**src/ecch_pkg.sv**
```systemverilog
package ecch_pkg;
   localparam int ADDR_W = 8;
   localparam int DATA_W = 32;
   localparam int BYTE_W = 8;
   localparam logic [2:0] LAST_BIT = 3'h7;
   // Register byte addresses
   localparam logic [7:0] ADDR_CTRL     = 8'h00;
   localparam logic [7:0] ADDR_ERR_STAT = 8'h04;
   localparam logic [7:0] ADDR_IRQ_STAT = 8'h08;
   localparam logic [7:0] ADDR_IRQ_MASK = 8'h0C;
   localparam logic [7:0] ADDR_LAST_CMD = 8'h10;
   localparam int CTRL_TWO_TIME = 0;
   localparam logic [1:0] RESP_OKAY   = 2'h0;
   localparam logic [1:0] RESP_SLVERR = 2'h2;
   localparam logic [7:0] CMD_ERROR_CLEAR = 8'hFF;
   // Opcode heads of the eight two-byte commands
   localparam logic [3:0] HEAD_PLAY           = 4'h4;
   localparam logic [3:0] HEAD_ANALOG_SETUP   = 4'h7;
   localparam logic [3:0] HEAD_ANALOG_VOLUME  = 4'h8;
   localparam logic [3:0] HEAD_RAMP_LEVEL     = 4'h9;
   localparam logic [3:0] HEAD_RAMP_RATE      = 4'hA;
   localparam logic [3:0] HEAD_SILENCE_INSERT = 4'hB;
   localparam logic [3:0] HEAD_PROTECT_SETUP  = 4'hD;
   localparam logic [3:0] HEAD_CHANNEL_VOLUME = 4'hE;
   localparam int IRQ_W = 3;
   localparam int IRQ_ERR_RISE = 0;
   localparam int IRQ_XFER     = 1;
   localparam int IRQ_CMD_DONE = 2;
   localparam logic [IRQ_W-1:0] IRQ_NONE = 3'h0;

   typedef struct packed {
      logic spkShort;
      logic romFault;
      logic underVolt;
      logic overTemp;
   } ecch_cond_t;

   typedef struct packed {
      logic spkShort;
      logic romFault;
      logic xferFault;
      logic underVolt;
      logic overTemp;
   } ecch_flags_t;

   localparam ecch_flags_t FLAGS_NONE = 5'h00;

   typedef struct packed {
      logic             twoByte;
      logic [BYTE_W-1:0] arg;
      logic [BYTE_W-1:0] op;
   } ecch_cmd_t;

   typedef enum logic [1:0] {
      ST_OPCODE  = 2'b00,
      ST_ARG     = 2'b01,
      ST_REP_OP  = 2'b10,
      ST_REP_ARG = 2'b11
   } ecch_state_t;

   function automatic logic isTwoByte(input logic [BYTE_W-1:0] op);
      case (op[7:4])
         HEAD_PLAY, HEAD_ANALOG_SETUP, HEAD_ANALOG_VOLUME, HEAD_RAMP_LEVEL,
         HEAD_RAMP_RATE, HEAD_SILENCE_INSERT, HEAD_PROTECT_SETUP,
         HEAD_CHANNEL_VOLUME: isTwoByte = 1'b1;
         default: isTwoByte = 1'b0;
      endcase
   endfunction
endpackage

```
**src/ecch_top.sv**
```systemverilog
// Behaviour
// An all-ones single command byte is the error-clear command.
// Any monitored error drives the error pin high until cleared.
// The error-clear command returns the error pin low.
// Persisting over-temperature or undervoltage keeps flags and pin high despite clear.
// Power, start/stop, loop, status-pin and error-clear commands are one byte.
// Analog, volume, ramp, play, silence, channel-volume, protection commands are two bytes.
// Two-time mode repeats each two-byte command; device checks the repeat first.
// Host recovers speaker short by status read, amplifier power-down, then clear.
// A failed two-time transfer sets the transfer-fault flag.
// Error-clear also drops latched flags whose cause has ended.
//
// Local design decisions: the AXI4-Lite register port and the address map.
`timescale 1ns/1ns
module ecch_top
   import ecch_pkg::*;
(
   input  wire logic              clock,         // 100 MHz clock
   input  wire logic              rst_n,         // Async reset
   input  wire logic              ce,            // Clock enable
   input  wire logic              csbN,          // Serial chip select pin
   input  wire logic              sck,           // Serial clock pin
   input  wire logic              si,            // Serial data pin
   input  wire ecch_cond_t        errCond,       // Monitor levels, same clock
   output logic                   errPin,        // Error output pin
   output logic                   cmdValid,      // Command accepted pulse
   output ecch_cmd_t              cmdOut,        // Accepted command
   output logic                   irq,           // Interrupt level
   input  wire logic              awvalid,       // AXI write address valid
   output logic                   awready,       // AXI write address ready
   input  wire logic [ADDR_W-1:0] awaddr,        // AXI write address
   input  wire logic              wvalid,        // AXI write data valid
   output logic                   wready,        // AXI write data ready
   input  wire logic [DATA_W-1:0] wdata,         // AXI write data
   input  wire logic [3:0]        wstrb,         // AXI write strobes
   output logic                   bvalid,        // AXI write response valid
   input  wire logic              bready,        // AXI write response ready
   output logic [1:0]             bresp,         // AXI write response
   input  wire logic              arvalid,       // AXI read address valid
   output logic                   arready,       // AXI read address ready
   input  wire logic [ADDR_W-1:0] araddr,        // AXI read address
   output logic                   rvalid,        // AXI read data valid
   input  wire logic              rready,        // AXI read data ready
   output logic [DATA_W-1:0]      rdata,         // AXI read data
   output logic [1:0]             rresp          // AXI read response
);
   logic              rstMeta_ff;
   logic              rstSyncN_ff;
   logic [2:0]        pinMeta_ff;
   logic [2:0]        pinSync_ff;
   logic              sckPrev_ff;
   logic [2:0]        bitCnt_ff;
   logic [BYTE_W-1:0] shift_ff;
   logic              byteStb_ff;
   logic [BYTE_W-1:0] byte_ff;
   ecch_state_t       state_ff;
   logic [BYTE_W-1:0] opHold_ff;
   logic [BYTE_W-1:0] argHold_ff;
   logic [BYTE_W-1:0] opRep_ff;
   ecch_flags_t       flags_ff;
   ecch_flags_t       nxt_flags;
   logic              errPin_ff;
   logic              cmdValid_ff;
   ecch_cmd_t         cmd_ff;
   logic              twoTime_ff;
   logic [IRQ_W-1:0]  irqStat_ff;
   logic [IRQ_W-1:0]  irqMask_ff;
   logic              awHeld_ff;
   logic [ADDR_W-1:0] awAddr_ff;
   logic              wHeld_ff;
   logic [DATA_W-1:0] wData_ff;
   logic              wLane0_ff;
   logic              bvalid_ff;
   logic [1:0]        bresp_ff;
   logic              rvalid_ff;
   logic [DATA_W-1:0] rdata_ff;
   logic [1:0]        rresp_ff;
   logic              sckRise;
   logic              errClr;
   logic              xferSet;
   logic              accept;
   logic              doWrite;
   logic              wrOk;

   // Reset released through two flops
   always_ff @(posedge clock or negedge rst_n) begin
      if (!rst_n) begin
         rstMeta_ff  <= 1'b0;
         rstSyncN_ff <= 1'b0;
      end else begin
         rstMeta_ff  <= 1'b1;
         rstSyncN_ff <= rstMeta_ff;
      end
   end

   // Host pins cross in through two flops; reset to idle levels so no false edge
   always_ff @(posedge clock or negedge rstSyncN_ff) begin
      if (!rstSyncN_ff) begin
         pinMeta_ff <= 3'h6;
         pinSync_ff <= 3'h6;
         sckPrev_ff <= 1'b1;
      end else if (ce) begin
         pinMeta_ff <= {csbN, sck, si};
         pinSync_ff <= pinMeta_ff;
         sckPrev_ff <= pinSync_ff[1];
      end
   end

   assign sckRise = pinSync_ff[1] && !sckPrev_ff && !pinSync_ff[2];

   // Deselect drops a partial byte
   always_ff @(posedge clock or negedge rstSyncN_ff) begin
      if (!rstSyncN_ff) begin
         bitCnt_ff  <= 3'h0;
         shift_ff   <= 8'h00;
         byteStb_ff <= 1'b0;
         byte_ff    <= 8'h00;
      end else if (ce) begin
         byteStb_ff <= 1'b0;
         if (pinSync_ff[2]) begin
            bitCnt_ff <= 3'h0;
         end else if (sckRise) begin
            shift_ff  <= {shift_ff[6:0], pinSync_ff[0]};
            bitCnt_ff <= bitCnt_ff + 3'h1;
            if (bitCnt_ff == LAST_BIT) begin
               byteStb_ff <= 1'b1;
               byte_ff    <= {shift_ff[6:0], pinSync_ff[0]};
            end
         end
      end
   end

   assign errClr = byteStb_ff && state_ff == ST_OPCODE
                   && byte_ff == CMD_ERROR_CLEAR;
   assign xferSet = byteStb_ff && state_ff == ST_REP_ARG
                    && (byte_ff != argHold_ff || opRep_ff != opHold_ff);
   assign accept = byteStb_ff && ((state_ff == ST_OPCODE && !isTwoByte(byte_ff))
                   || (state_ff == ST_ARG && !twoTime_ff)
                   || (state_ff == ST_REP_ARG && !xferSet));

   // Mode is sampled per byte; change it only between commands
   always_ff @(posedge clock or negedge rstSyncN_ff) begin
      if (!rstSyncN_ff) begin
         state_ff   <= ST_OPCODE;
         opHold_ff  <= 8'h00;
         argHold_ff <= 8'h00;
         opRep_ff   <= 8'h00;
      end else if (ce && byteStb_ff) begin
         case (state_ff)
            ST_OPCODE: begin
               opHold_ff <= byte_ff;
               if (isTwoByte(byte_ff))
                  state_ff <= ST_ARG;
               else
                  state_ff <= ST_OPCODE;
            end
            ST_ARG: begin
               argHold_ff <= byte_ff;
               state_ff   <= twoTime_ff ? ST_REP_OP : ST_OPCODE;
            end
            ST_REP_OP: begin
               opRep_ff <= byte_ff;
               state_ff <= ST_REP_ARG;
            end
            ST_REP_ARG: state_ff <= ST_OPCODE;
            default: state_ff <= ST_OPCODE;
         endcase
      end
   end

   always_ff @(posedge clock or negedge rstSyncN_ff) begin
      if (!rstSyncN_ff) begin
         cmdValid_ff <= 1'b0;
         cmd_ff      <= '0;
      end else if (ce) begin
         cmdValid_ff <= accept;
         if (accept) begin
            cmd_ff.twoByte <= state_ff != ST_OPCODE;
            cmd_ff.op      <= (state_ff == ST_OPCODE) ? byte_ff : opHold_ff;
            cmd_ff.arg     <= (state_ff == ST_OPCODE) ? 8'h00
                              : (state_ff == ST_ARG) ? byte_ff : argHold_ff;
         end
      end
   end

   // Live condition always wins, so a persisting fault survives a clear
   always_comb begin
      nxt_flags.overTemp  = errCond.overTemp || (flags_ff.overTemp && !errClr);
      nxt_flags.underVolt = errCond.underVolt || (flags_ff.underVolt && !errClr);
      nxt_flags.spkShort  = errCond.spkShort || (flags_ff.spkShort && !errClr);
      nxt_flags.romFault  = errCond.romFault || (flags_ff.romFault && !errClr);
      nxt_flags.xferFault = xferSet || (flags_ff.xferFault && !errClr);
   end

   always_ff @(posedge clock or negedge rstSyncN_ff) begin
      if (!rstSyncN_ff) begin
         flags_ff  <= FLAGS_NONE;
         errPin_ff <= 1'b0;
      end else if (ce) begin
         flags_ff  <= nxt_flags;
         errPin_ff <= |nxt_flags;
      end
   end

   // AXI4-Lite write path
   assign awready = !awHeld_ff;
   assign wready  = !wHeld_ff;
   assign doWrite = awHeld_ff && wHeld_ff && !bvalid_ff;
   assign wrOk    = doWrite && wLane0_ff;

   always_ff @(posedge clock or negedge rstSyncN_ff) begin
      if (!rstSyncN_ff) begin
         awHeld_ff <= 1'b0;
         awAddr_ff <= 8'h00;
         wHeld_ff  <= 1'b0;
         wData_ff  <= '0;
         wLane0_ff <= 1'b0;
         bvalid_ff <= 1'b0;
         bresp_ff  <= RESP_OKAY;
      end else if (ce) begin
         if (awvalid && awready) begin
            awHeld_ff <= 1'b1;
            awAddr_ff <= awaddr;
         end else if (doWrite) begin
            awHeld_ff <= 1'b0;
         end
         if (wvalid && wready) begin
            wHeld_ff  <= 1'b1;
            wData_ff  <= wdata;
            wLane0_ff <= wstrb[0];
         end else if (doWrite) begin
            wHeld_ff <= 1'b0;
         end
         if (doWrite) begin
            bvalid_ff <= 1'b1;
            case (awAddr_ff)
               ADDR_CTRL, ADDR_ERR_STAT, ADDR_IRQ_STAT, ADDR_IRQ_MASK,
               ADDR_LAST_CMD: bresp_ff <= RESP_OKAY;
               default: bresp_ff <= RESP_SLVERR;
            endcase
         end else if (bready) begin
            bvalid_ff <= 1'b0;
         end
      end
   end

   always_ff @(posedge clock or negedge rstSyncN_ff) begin
      if (!rstSyncN_ff) begin
         twoTime_ff <= 1'b0;
         irqMask_ff <= IRQ_NONE;
      end else if (ce && wrOk) begin
         if (awAddr_ff == ADDR_CTRL)
            twoTime_ff <= wData_ff[CTRL_TWO_TIME];
         if (awAddr_ff == ADDR_IRQ_MASK)
            irqMask_ff <= wData_ff[IRQ_W-1:0];
      end
   end

   // Sticky events; a new event beats a same-cycle clear
   always_ff @(posedge clock or negedge rstSyncN_ff) begin
      if (!rstSyncN_ff) begin
         irqStat_ff <= IRQ_NONE;
      end else if (ce) begin
         irqStat_ff <= (irqStat_ff & ~((wrOk && awAddr_ff == ADDR_IRQ_STAT)
                        ? wData_ff[IRQ_W-1:0] : IRQ_NONE))
                       | {accept, xferSet, (|nxt_flags) && !errPin_ff};
      end
   end

   // AXI4-Lite read path, answer one cycle after the address
   assign arready = !rvalid_ff;

   always_ff @(posedge clock or negedge rstSyncN_ff) begin
      if (!rstSyncN_ff) begin
         rvalid_ff <= 1'b0;
         rdata_ff  <= '0;
         rresp_ff  <= RESP_OKAY;
      end else if (ce) begin
         if (arvalid && arready) begin
            rvalid_ff <= 1'b1;
            rresp_ff  <= RESP_OKAY;
            rdata_ff  <= '0;
            case (araddr)
               ADDR_CTRL:     rdata_ff[CTRL_TWO_TIME] <= twoTime_ff;
               ADDR_ERR_STAT: rdata_ff[4:0] <= flags_ff;
               ADDR_IRQ_STAT: rdata_ff[IRQ_W-1:0] <= irqStat_ff;
               ADDR_IRQ_MASK: rdata_ff[IRQ_W-1:0] <= irqMask_ff;
               ADDR_LAST_CMD: rdata_ff[16:0] <= cmd_ff;
               default:       rresp_ff <= RESP_SLVERR;
            endcase
         end else if (rready) begin
            rvalid_ff <= 1'b0;
         end
      end
   end

   assign errPin   = errPin_ff;
   assign cmdValid = cmdValid_ff;
   assign cmdOut   = cmd_ff;
   assign irq      = |(irqStat_ff & irqMask_ff);
   assign bvalid   = bvalid_ff;
   assign bresp    = bresp_ff;
   assign rvalid   = rvalid_ff;
   assign rdata    = rdata_ff;
   assign rresp    = rresp_ff;

   chk_clear_opcode: assert property (@(posedge clock) disable iff (!rstSyncN_ff)
      ce && byteStb_ff && state_ff == ST_OPCODE && byte_ff == CMD_ERROR_CLEAR
      |=> !flags_ff.xferFault && cmdValid_ff && !cmd_ff.twoByte)
      else $error("error clear not recognised");

   chk_err_pin_set: assert property (@(posedge clock) disable iff (!rstSyncN_ff)
      ce && (|errCond) |=> errPin_ff && (|flags_ff))
      else $error("error pin not raised");

   chk_err_pin_low: assert property (@(posedge clock) disable iff (!rstSyncN_ff)
      ce && errClr && !(|errCond) |=> !errPin_ff)
      else $error("error pin not lowered by clear");

   chk_persist_hold: assert property (@(posedge clock) disable iff (!rstSyncN_ff)
      ce && errClr && (errCond.overTemp || errCond.underVolt)
      |=> errPin_ff && (flags_ff.overTemp || flags_ff.underVolt))
      else $error("persisting fault cleared");

   chk_one_byte: assert property (@(posedge clock) disable iff (!rstSyncN_ff)
      ce && byteStb_ff && state_ff == ST_OPCODE && !isTwoByte(byte_ff)
      |=> cmdValid_ff && state_ff == ST_OPCODE && cmd_ff.op == $past(byte_ff))
      else $error("one-byte command not taken");

   chk_two_byte: assert property (@(posedge clock) disable iff (!rstSyncN_ff)
      ce && byteStb_ff && state_ff == ST_OPCODE && isTwoByte(byte_ff)
      |=> !cmdValid_ff && state_ff == ST_ARG)
      else $error("two-byte command taken early");

   chk_repeat_check: assert property (@(posedge clock) disable iff (!rstSyncN_ff)
      ce && byteStb_ff && state_ff == ST_REP_ARG && byte_ff != argHold_ff
      |=> !cmdValid_ff ##0 flags_ff.xferFault)
      else $error("mismatched repeat acted on");

   chk_fault_flag: assert property (@(posedge clock) disable iff (!rstSyncN_ff)
      ce && xferSet |=> flags_ff.xferFault && errPin_ff)
      else $error("transfer fault not flagged");

   chk_stale_clear: assert property (@(posedge clock) disable iff (!rstSyncN_ff)
      ce && errClr && !errCond.spkShort && !errCond.romFault
      |=> !flags_ff.spkShort && !flags_ff.romFault)
      else $error("ended fault not cleared");
endmodule // ecch_top

```
**config.mk**
```make
export PLATFORM = sky130hd
export DESIGN_NAME = ecch_top
export DESIGN_NICKNAME = d
export VERILOG_FILES = /design/src/ecch_pkg.sv /design/src/ecch_top.sv
export SDC_FILE = /design/constraint.sdc
export NUM_CORES = 1
export LEC_CHECK = 0
export BUFFER_PORTS_ARGS = -buffer_cell sky130_fd_sc_hd__buf_4
export CAP_MARGIN = 20
export CORE_AREA = 4 4 181 113
export CTS_CLUSTER_SIZE = 16
export DETAILED_ROUTE_END_ITERATION = 6
export DIE_AREA = 0 0 185 117
export PLACE_DENSITY = 0.5
export SYNTH_ARGS = -nofsm -noshare
export SYNTH_HDL_FRONTEND = slang
export SYNTH_SLANG_ARGS = --single-unit
```
**constraint.sdc**
```tcl
create_clock -name clock -period 3.6 [get_ports clock]
set_input_delay 0 -clock clock [delete_from_list [all_inputs] [get_ports clock]]
set_output_delay 0 -clock clock [all_outputs]
set_load 0.01 [all_outputs]
```
==> metrics.md, run 1 <==
| Metric | Value |
|---|---|
| Via density | `around 4.6` |
| Die Span Y | `117 um` |
| Total Routing Usage GR | `12.2%` |
| Die area | `about 0.022 sq mm` |
| Predominant post-synthesis flop cell | `dfrtp_1` |
| Number of max-cap violations | `0` |
| Post CTS Setup Buffer Count | `0` |
| Overflow after GRT | `0` |
| Synth area leader | `dfrtp_1` |
| Synth warnings | `0` |
| FF/Latch Area | `around 0.003 sq mm` |
| Iter 0 DRT Violations | `approximately 310` |
| Post-place setup slack | `~1100 ps` |
| IO buf count | `between 70 and 80` |
| CTS H-tree lvls | `4` |
| Tightest Pin Transition | `approximately 890 ps` |
| Worst min path class | `in2reg` |
| Largest net degree at the start of global routing | `70` |
| Share of layout cells above drive strength 1 | `39.7%` |
| Area share of fa/ha/maj cells after synthesis | `0.676%` |
| Clock Path Buffers | `2` |
| Post-synthesis mux area share | `18.9%` |
| Total power draw | `0.00378 W` |
| Post-DP Area | `approximately 0.0063 sq mm` |
| Fraction of registers with async set/reset | `100%` |
| Final hold vios | `0` |
| Post-synth design cell area | `roughly 0.0056 sq mm` |
| Total Nets Final | `approximately 620` |
| Initial DRT Pass Iterations | `4` |
| Syn-to-layout area delta | `28.7%` |
| Max rail drop VDD | `just under 0.0003 V` |
| Initial antenna violation count | `0` |
| Multi-input gate area | `0.00230 sq mm` |
| Final period util | `70.4%` |
| First-pass GRT wire length | `20500 um` |
| Fin Clk Skew | `7.11 ps` |
| Core area | `0.0187 sq mm` |
| Reg clk slew, reported paths | `50 ps` |
| Largest family of logic cells by synthesized area | `multiplexers` |
| Slew Viols, Final | `0` |
| Initial core utilization | `29.6%` |
| Syn Area/Cell | `12.5 sq um` |
| Post-Route WL | `roughly 13000 um` |
| Crit Path Max Fanout | `19` |
| Startpoint types | `register` |
| Ant diodes | `0` |
| Row count | `39` |
| Clock latency on the worst-skew pair | `400 ps` |
| Hold Crit Depth | `3` |
| Simple-gate area share of the yosys netlist | `10.6%` |
| Worst Setup Path Type | `reg2reg` |
| CTS Sinks | `120` |
| Post-synth EDFFs | `0` |
| Cts bufs inserted | `17` |
| Final Util | `38.2%` |
| Pwr Density | `roughly 530 mW/mm^2` |
| Yosys top cell area share | `51.8%` |
| CTS root buffer | `clkbuf_16` |
| Synth cell count leaders | `115 x dfrtp_1, 77 x mux2_2, 47 x nand2_1` |
| Reg2reg path depth | `6` |
| Compound-gate portion of the synthesized area | `6.80%` |
| Vias in the first global route | `3788` |
| F_max | `394 MHz` |
| Leak pwr | `3.43 nW` |
| CTS tree | `built` |
| Final instance area | `0.00715 sq mm` |
| Fillers | `1830` |
| Sequential area share after synthesis | `54.2%` |
| Routed Antenna Nets | `0` |
| # DRC | `0` |
| Final setup violation count | `0` |
| WL/cell | `about 16 um` |
| Setup WS post-layout | `approximately 1100 ps` |
| CP Capture Type | `register` |
| Unique masters post-synth | `56` |
| Post-Syn Instances | `~440` |
| Ranking of synthesized cells by area | `dfrtp_1 52%, mux2_2 16%, nand2_1 3.2%` |
| Post-DP HPWL | `9430 um` |
| Slew margin rel. | `~40%` |
| #FFs+latches synth | `120` |
| Required time worst endpoint | `3880 ps` |
| Routed vias | `around 3700` |
| RSZ-0062 raised after global routing | `false` |
| Count leader, synth | `dfrtp_1` |
| Die W | `roughly 190 um` |
| Setup_tns | `0 ps` |
| Final GP Congestion | `roughly 0.78` |
| Xor/xnor cell area share of the yosys netlist | `3.29%` |
| WP data arrival | `2820 ps` |
| Period minus WS final | `2540 ps` |
| Ports | `128` |
| Status | `completed` |
## power by group
part / total (W) / switching, W / internal (W)
combinational: 0.000421 / 0.000184 / 0.000237
sequential: 0.00165 / 0.000135 / 0.00152
clock: 0.00171 / 0.000605 / 0.00110
total: 0.00378 / 0.000924 / 0.00286
## worst max-delay path, stage by stage (launching register included)
cell	delay (ps)
dfrtp_1	620
nor2_4	370
nand2_2	240
o22ai_1	220
a41o_1	260
buf_4	320
mux2_2	370
## layout by cell type (no fill, tap or decap), types with 3 or more instances in the layout
cell type,instances
mux2_2,77
a22oi_1,6
clkbuf_16,17
a21oi_1,5
conb_1,18
clkinv_2,4
nand3_1,20
nand2_1,47
bufinv_16,3
a22o_1,11
nand4_1,6
and3_1,4
clkinvlp_4,3
buf_4,85
o2bb2ai_1,3
nor2b_1,3
or4_1,3
dfstp_2,5
ha_1,3
o21ai_0,12
nor2_1,10
inv_1,8
xnor2_1,14
mux2_4,8
dlygate4sd3_1,26
mux2i_1,4
dfrtp_1,114
nand2b_1,4
## sequential cells by signal, summed over array words and instances, names as in the netlist, 5 cells and up, named ones only
name        cells
cmdOut         17
rdata          17
argHold_ff      8
awAddr_ff       8
byte_ff         8
opHold_ff       8
opRep_ff        8
shift_ff        7
flags_ff        5
## metrics by stage
| stage | cells | hold WS (ps) |
|---|---|---|
| 2_1_floorplan | 460 | -296 |
| 3_3_place_gp | 752 | -217 |
| 3_5_place_dp | 752 | -215 |
| 4_1_cts | 810 | 17.1 |
| 5_1_grt | 810 | 34.8 |
| 6_report | 810 | 22.9 |
## per-layer routing
metal  global-route usage (%)  up-vias  wire length [um]
li1                         -     1772                 -
met1                     18.1     1806              6800
met2                     17.5      100              5330
met3                     3.03        9               685
met4                     3.67        0                65
met5                        0        -                 0
## what timing repair did
action                    in CTS  in global routing
hold endpoints to repair      25                  0
gates resized for setup        0                  0
hold buffers                  26                  0
## layout make-up
| type | instances | share of cell area (%) |
|---|---|---|
| clock inverter | 12 | 2.10 |
| sequential | 120 | 42.1 |
| clock buffer | 20 | 6.25 |
| inverter | 8 | 0.420 |
| multi-input combinational | 293 | 32.2 |
| tap | 246 | 4.30 |
| timing repair buffer | 111 | 12.6 |
## cell families after synthesis
logic type,after synthesis
multiplexers,90
buffers and inverters,47
AND/OR/NAND/NOR,113
adder cells (fa/ha/maj),3
XOR/XNOR,17
AO/OA/AOI/OAI,52
other,2
flip-flops,120
## path summary, 6_finish.rpt
kind / from / slack [ps] / endpoint
max in group asynchronous: rstSyncN_ff$_DFF_PN0_ / 2190 / cmdOut[8]$_DFFE_PN0P_
min in group asynchronous: rst_n / 440 / rstSyncN_ff$_DFF_PN0_
setup reg to reg: register / 1060 / cmdOut[5]$_DFFE_PN0P_
setup / recovery: register / 1060 / cmdOut[5]$_DFFE_PN0P_
hold / removal: ce / 20 / errPin$_DFFE_PN0P_
hold reg to reg: rstMeta_ff$_DFF_PN0_ / 350 / rstSyncN_ff$_DFF_PN0_
No activity file was read; power rests on OpenSTA's default activity.
==> run 2, diff against run 1 <==
Settings changed: PLACE_DENSITY 0.5 to 0.48.
Clock period 3.6 ns to 2.57 ns, I/O delays scaled along.
==> metrics.md, run 2 (synthesis results as in run 1) <==
| Metric | Value |
|---|---|
| Status | `completed` |
| Ports | `128` |
| Initial antenna violation count | `0` |
| Leak pwr | `3.51 nW` |
| Number of instances in the placed design | `763` |
| Die Span Y | `117 um` |
| F_max | `435 MHz` |
| CTS root buffer | `clkbuf_16` |
| Post-CTS Resized | `0` |
| Register share of total power | `about 43%` |
| Overflow after GRT | `0` |
| Number of max-cap violations | `0` |
| Reg2reg path depth | `6` |
| CP Capture Type | `register` |
| Most frequent cells in the layout | `114 x dfrtp_1, 94 x buf_4, 77 x mux2_2, 47 x nand2_1, 28 x dlygate4sd3_1` |
| Clock latency on the worst-skew pair | `410 ps` |
| Final setup violation count | `0` |
| Fin Clk Skew | `11.9 ps` |
| Total Routing Usage GR | `between 10 and 15%` |
| Sw Ratio | `23.4%` |
| Final GP Congestion | `0.759` |
| Startpoint types | `register` |
| Final Util | `between 30% and 40%` |
| Slew Viols, Final | `0` |
| RSZ-0062 raised after global routing | `false` |
| Crit path capture | `flags_ff[3]$_DFFE_PN0P_` |
| Largest net degree at the start of global routing | `43` |
| IO buf count | `78` |
| Iter 0 DRT Violations | `222` |
| Clock Path Buffers | `2` |
| CTS tree | `built` |
| Tightest Pin Transition | `695 ps` |
| R2R setup slack | `between 200 and 300 ps` |
| Die area | `0.0216 sq mm` |
| Routed Antenna Nets | `0` |
| Ant diodes | `0` |
| Syn-to-layout area delta | `31.5%` |
| Pint | `roughly 0.0042 W` |
| Setup_tns | `0 ps` |
| Fin cells | `823` |
| CTS H-tree lvls | `4` |
| Slew margin rel. | `53.6%` |
| Post-place setup slack | `302 ps` |
| Core area | `0.0187 sq mm` |
| First-pass GRT wire length | `21500 um` |
| Final hold vios | `0` |
| Commonest non-fill, non-tap cell in the layout | `dfrtp_1` |
| Psw | `0.00127 W` |
| Row count | `39` |
| Via density | `around 4.6` |
| Worst Setup Path Type | `reg2reg` |
| Final period util | `roughly nine tenths` |
| Initial core utilization | `29.6%` |
| Max rail drop VDD | `0.000420 V` |
| WL/cell | `about 16 um` |
| Post-DP HPWL | `between 9000 and 10000 um` |
| Pwr Density | `~740 mW/mm^2` |
| Total power draw | `0.00543 W` |
| Die W | `185 um` |
| Hold_buf cts | `28` |
| Clock power frac | `46.2%` |
| RR Endpoint | `flags_ff[3]$_DFFE_PN0P_` |
| Setup WS post-layout | `271 ps` |
| CP Launch Point | `byte_ff[5]$_DFFE_PN0P_` |
| CTS Sinks | `120` |
| # DRC | `0` |
| Initial DRT Pass Iterations | `4` |
| Gate power share | `11.1%` |
| Cts bufs inserted | `17` |
| Vias in the first global route | `3888` |
| Reg clk slew, reported paths | `60 ps` |
| WP data arrival | `2580 ps` |
| Post CTS Setup Buffer Count | `0` |
| Worst min path class | `in2reg` |
| Total Nets Final | `between 600 and 700` |
| Crit Path Max Fanout | `8` |
| Routed vias | `about 3800` |
| Period minus WS final | `2300 ps` |
| Required time worst endpoint | `between 2000 and 3000 ps` |
| Share of layout cells above drive strength 1 | `40.4%` |
| Reg2reg start | `byte_ff[5]$_DFFE_PN0P_` |
| Post-Route WL | `13300 um` |
[run 2: worst min path at each step]
stage                         start                    to  slack [ps]  cells past startpoint
after global routing      araddr[5]  rresp[1]$_DFFE_PN0P_          50                      4
after global placement        rst_n  rstMeta_ff$_DFF_PN0_        -220                      1
final                     araddr[5]  rdata[0]$_DFFE_PN0P_          40                      5
after CTS                 araddr[5]  rdata[0]$_DFFE_PN0P_          20                      5
after floorplan               rst_n  rstMeta_ff$_DFF_PN0_        -300                      0
after detailed placement      rst_n  rstMeta_ff$_DFF_PN0_        -220                      1
[run 2: metal layers]
layer | routed length, um | track usage, % | vias up
li1 | - | - | 1787
met1 | 7290 | 20.2 | 1890
met2 | 5330 | 17.5 | 103
met3 | 604 | 3.00 | 6
met4 | 52 | 3.96 | 0
met5 | 0 | 0 | -
[run 2: cell type report]
type / count / area [sq um]
flip-flops and latches: 120 / 3010
multi-input cells: 293 / 2300
repair buffers: 124 / 1030
clock inverters: 8 / 143
clock buffers: 24 / 482
inverters: 8 / 30.0
fillers: 1820 / 11400
well taps: 246 / 308
[run 2: power groups by stage]
stage / clock network (W) / registers [W] / logic (W)
after global routing: 0.00267 / 0.00235 / 0.000684
after detailed placement: 0 / 0.00235 / 0.000581
final: 0.00251 / 0.00231 / 0.000605
after floorplan: 0 / 0.00231 / 0.000385
after global placement: 0 / 0.00234 / 0.000561
after CTS: 0.00258 / 0.00232 / 0.000615
[run 2: worst max-delay path: stages, from the launching register on]
cell and delay (ps):
dfrtp_1 490, ha_1 200, nand4_1 110, nor4_1 370, nand2_1 230, a22o_1 230
dlygate4sd3_1 540
[run 2: through the flow]
stage	area, sq um	hold slack [ps]
2_1_floorplan	5620	-296
6_report	7310	37.3
3_3_place_gp	6400	-217
4_1_cts	7310	18.3
3_5_place_dp	6400	-216
5_1_grt	7310	45.8
==> run 3, diff against run 2 <==
Settings changed: RECOVER_POWER from default to 50.
==> metrics.md, run 3 (synthesis results as in run 1) <==
| Metric | Value |
|---|---|
| Post-Route WL | `around 13000 um` |
| Total Nets Final | `between 600 and 700` |
| CTS tree | `built` |
| R2R setup slack | `270 ps` |
| Setup_tns | `0 ps` |
| Hold Crit Depth | `5` |
| CTS H-tree lvls | `4` |
| Syn-to-layout area delta | `28.5%` |
| CP Launch Point | `byte_ff[5]$_DFFE_PN0P_` |
| WL/cell | `16.2 um` |
| WP data arrival | `2580 ps` |
| Routed Antenna Nets | `0` |
| Worst Setup Path Type | `reg2reg` |
| Cts bufs inserted | `17` |
| Overflow after GRT | `0` |
| Row count | `39` |
| Max rail drop VDD | `0.000420 V` |
| F_max | `roughly 430 MHz` |
| CTS Sinks | `120` |
| Violated checks | `capacitance limit, slew limit` |
| Commonest non-fill, non-tap cell in the layout | `dfrtp_1` |
| Reg2reg start | `byte_ff[5]$_DFFE_PN0P_` |
| Startpoint types | `register` |
| Die Span Y | `117 um` |
| Slowest stage delay, CP | `approximately 540 ps` |
| IO buf count | `78` |
| Crit-path slowest cell | `dlygate4sd3_1` |
| Multi-input gate area | `0.00230 sq mm` |
| Worst min path class | `in2reg` |
| Die W | `185 um` |
| CP Capture Type | `register` |
| Cell Chain, Critical Path | `ha_1 -> nand4_1 -> nor4_1 -> nand2_1 -> a22o_1 -> dlygate4sd3_1` |
| First-pass GRT wire length | `21500 um` |
| Core area | `0.0187 sq mm` |
| Share of layout cells above drive strength 1 | `32.8%` |
| Total Routing Usage GR | `between 10% and 20%` |
| Slew Viols, Final | `42` |
| Final setup violation count | `0` |
| Ant diodes | `0` |
| Leak pwr | `3.33 nW` |
| Ports | `roughly 130` |
| Post-DP HPWL | `about 9900 um` |
| Initial antenna violation count | `0` |
| Fin Clk Skew | `11.7 ps` |
| RSZ-0062 raised after global routing | `false` |
| RR Endpoint | `flags_ff[1]$_DFFE_PN0P_` |
| # DRC | `0` |
| Number of max-cap violations | `1` |
| Clock Path Buffers | `2` |
| Die area | `about 0.022 sq mm` |
| Initial DRT Pass Iterations | `4` |
| Reg2reg path depth | `6` |
| Most frequent cells in the layout | `115 x dfrtp_1, 77 x mux2_2, 49 x buf_4, 47 x nand2_1, 47 x clkbuf_1` |
| Initial core utilization | `29.6%` |
| Final GP Congestion | `between 0.7 and 0.8` |
| Routed vias | `3775` |
| Slew margin rel. | `-17.0%` |
| Vias in the first global route | `3888` |
| Post CTS Setup Buffer Count | `0` |
| Clock latency on the worst-skew pair | `410 ps` |
| Required time worst endpoint | `about 2900 ps` |
| Period minus WS final | `2300 ps` |
| Pwr Density | `756 mW/mm^2` |
| FF/Latch Area | `0.00301 sq mm` |
| Final period util | `89.6%` |
| Via density | `~4.6` |
| Hold WS | `37.6 ps` |
| Fillers | `1850` |
| CTS root buffer | `clkbuf_16` |
| Hold endpoint | `rdata[0]$_DFFE_PN0P_` |
| Crit Path Max Fanout | `8` |
| Iter 0 DRT Violations | `206` |
| Tightest Pin Transition | `1760 ps` |
| Status | `complete, but fails checks` |
| Final hold vios | `0` |
| Reg clk slew, reported paths | `60 ps` |
| Hold wc startpoint | `araddr[5]` |
| Largest net degree at the start of global routing | `43` |
## run 3: changes by cell type in the layout (fill, tap and decap cells not counted)
cell      previous run  this run
clkbuf_4             0         1
dfrtp_1            114       115
buf_4               94        49
buf_2                0         1
clkbuf_1             4        47
dfrtp_4              1         0
## run 3: layer usage
layer	vias up	global-route usage, %	wire length, um
met5	-	0	0
met4	0	3.96	52
met3	6	3.00	645
met2	102	17.5	5330
met1	1882	20.2	7310
li1	1785	-	-
## run 3: cell type report
cell class	instances	share of cell area, %
Clock buffer	24	6.75
Clock inverter	8	2.00
Inverter	8	0.421
Multi-Input combinational cell	293	32.3
Sequential cell	120	42.2
Tap cell	246	4.31
Timing Repair Buffer	124	12.1
## run 3: how the worst max path moves through the flow
| stage | cells past startpoint | end |
|---|---|---|
| after floorplan | 8 | cmdOut[10]$_DFFE_PN0P_ |
| after global placement | 7 | cmdOut[13]$_DFFE_PN0P_ |
| after detailed placement | 7 | cmdOut[12]$_DFFE_PN0P_ |
| after CTS | 6 | flags_ff[1]$_DFFE_PN0P_ |
| after global routing | 6 | flags_ff[1]$_DFFE_PN0P_ |
| final | 6 | flags_ff[1]$_DFFE_PN0P_ |
## run 3: what timing repair did
| action | in CTS | in global routing |
|---|---|---|
| gates resized for setup | 0 | 0 |
| endpoints found under the hold margin | 26 | 0 |
| hold buffers | 28 | 0 |
## run 3: stage by stage
stage / utilization (%) / cells / instance area, sq um / total power, W / setup WS (ps)
after floorplan: - / 460 / 5620 / 0.00269 / 491
after global placement: 34.2 / 763 / 6400 / 0.00290 / 319
after detailed placement: 34.2 / 763 / 6400 / 0.00293 / 302
after CTS: 39.0 / 823 / 7310 / 0.00552 / 239
after global routing: 38.1 / 823 / 7140 / 0.00568 / 33.3
final: 38.1 / 823 / 7140 / 0.00540 / 268
## run 3: report_power, final
group	switching (W)	leakage [nW]	total (W)	internal [W]
logic	0.000269	1.46	0.000574	0.000304
registers	0.000185	1.56	0.00231	0.00213
clock network	0.000818	0.304	0.00251	0.00170
## run 3: critical path, delay by kind of cell, from the launching register on
kind,cells,cell delay [ps]
adders and majority gates,1,200
buffers and inverters,1,540
DFF,1,490
AOI/OAI and AO/OA,1,220
and+or+nand+nor,3,710
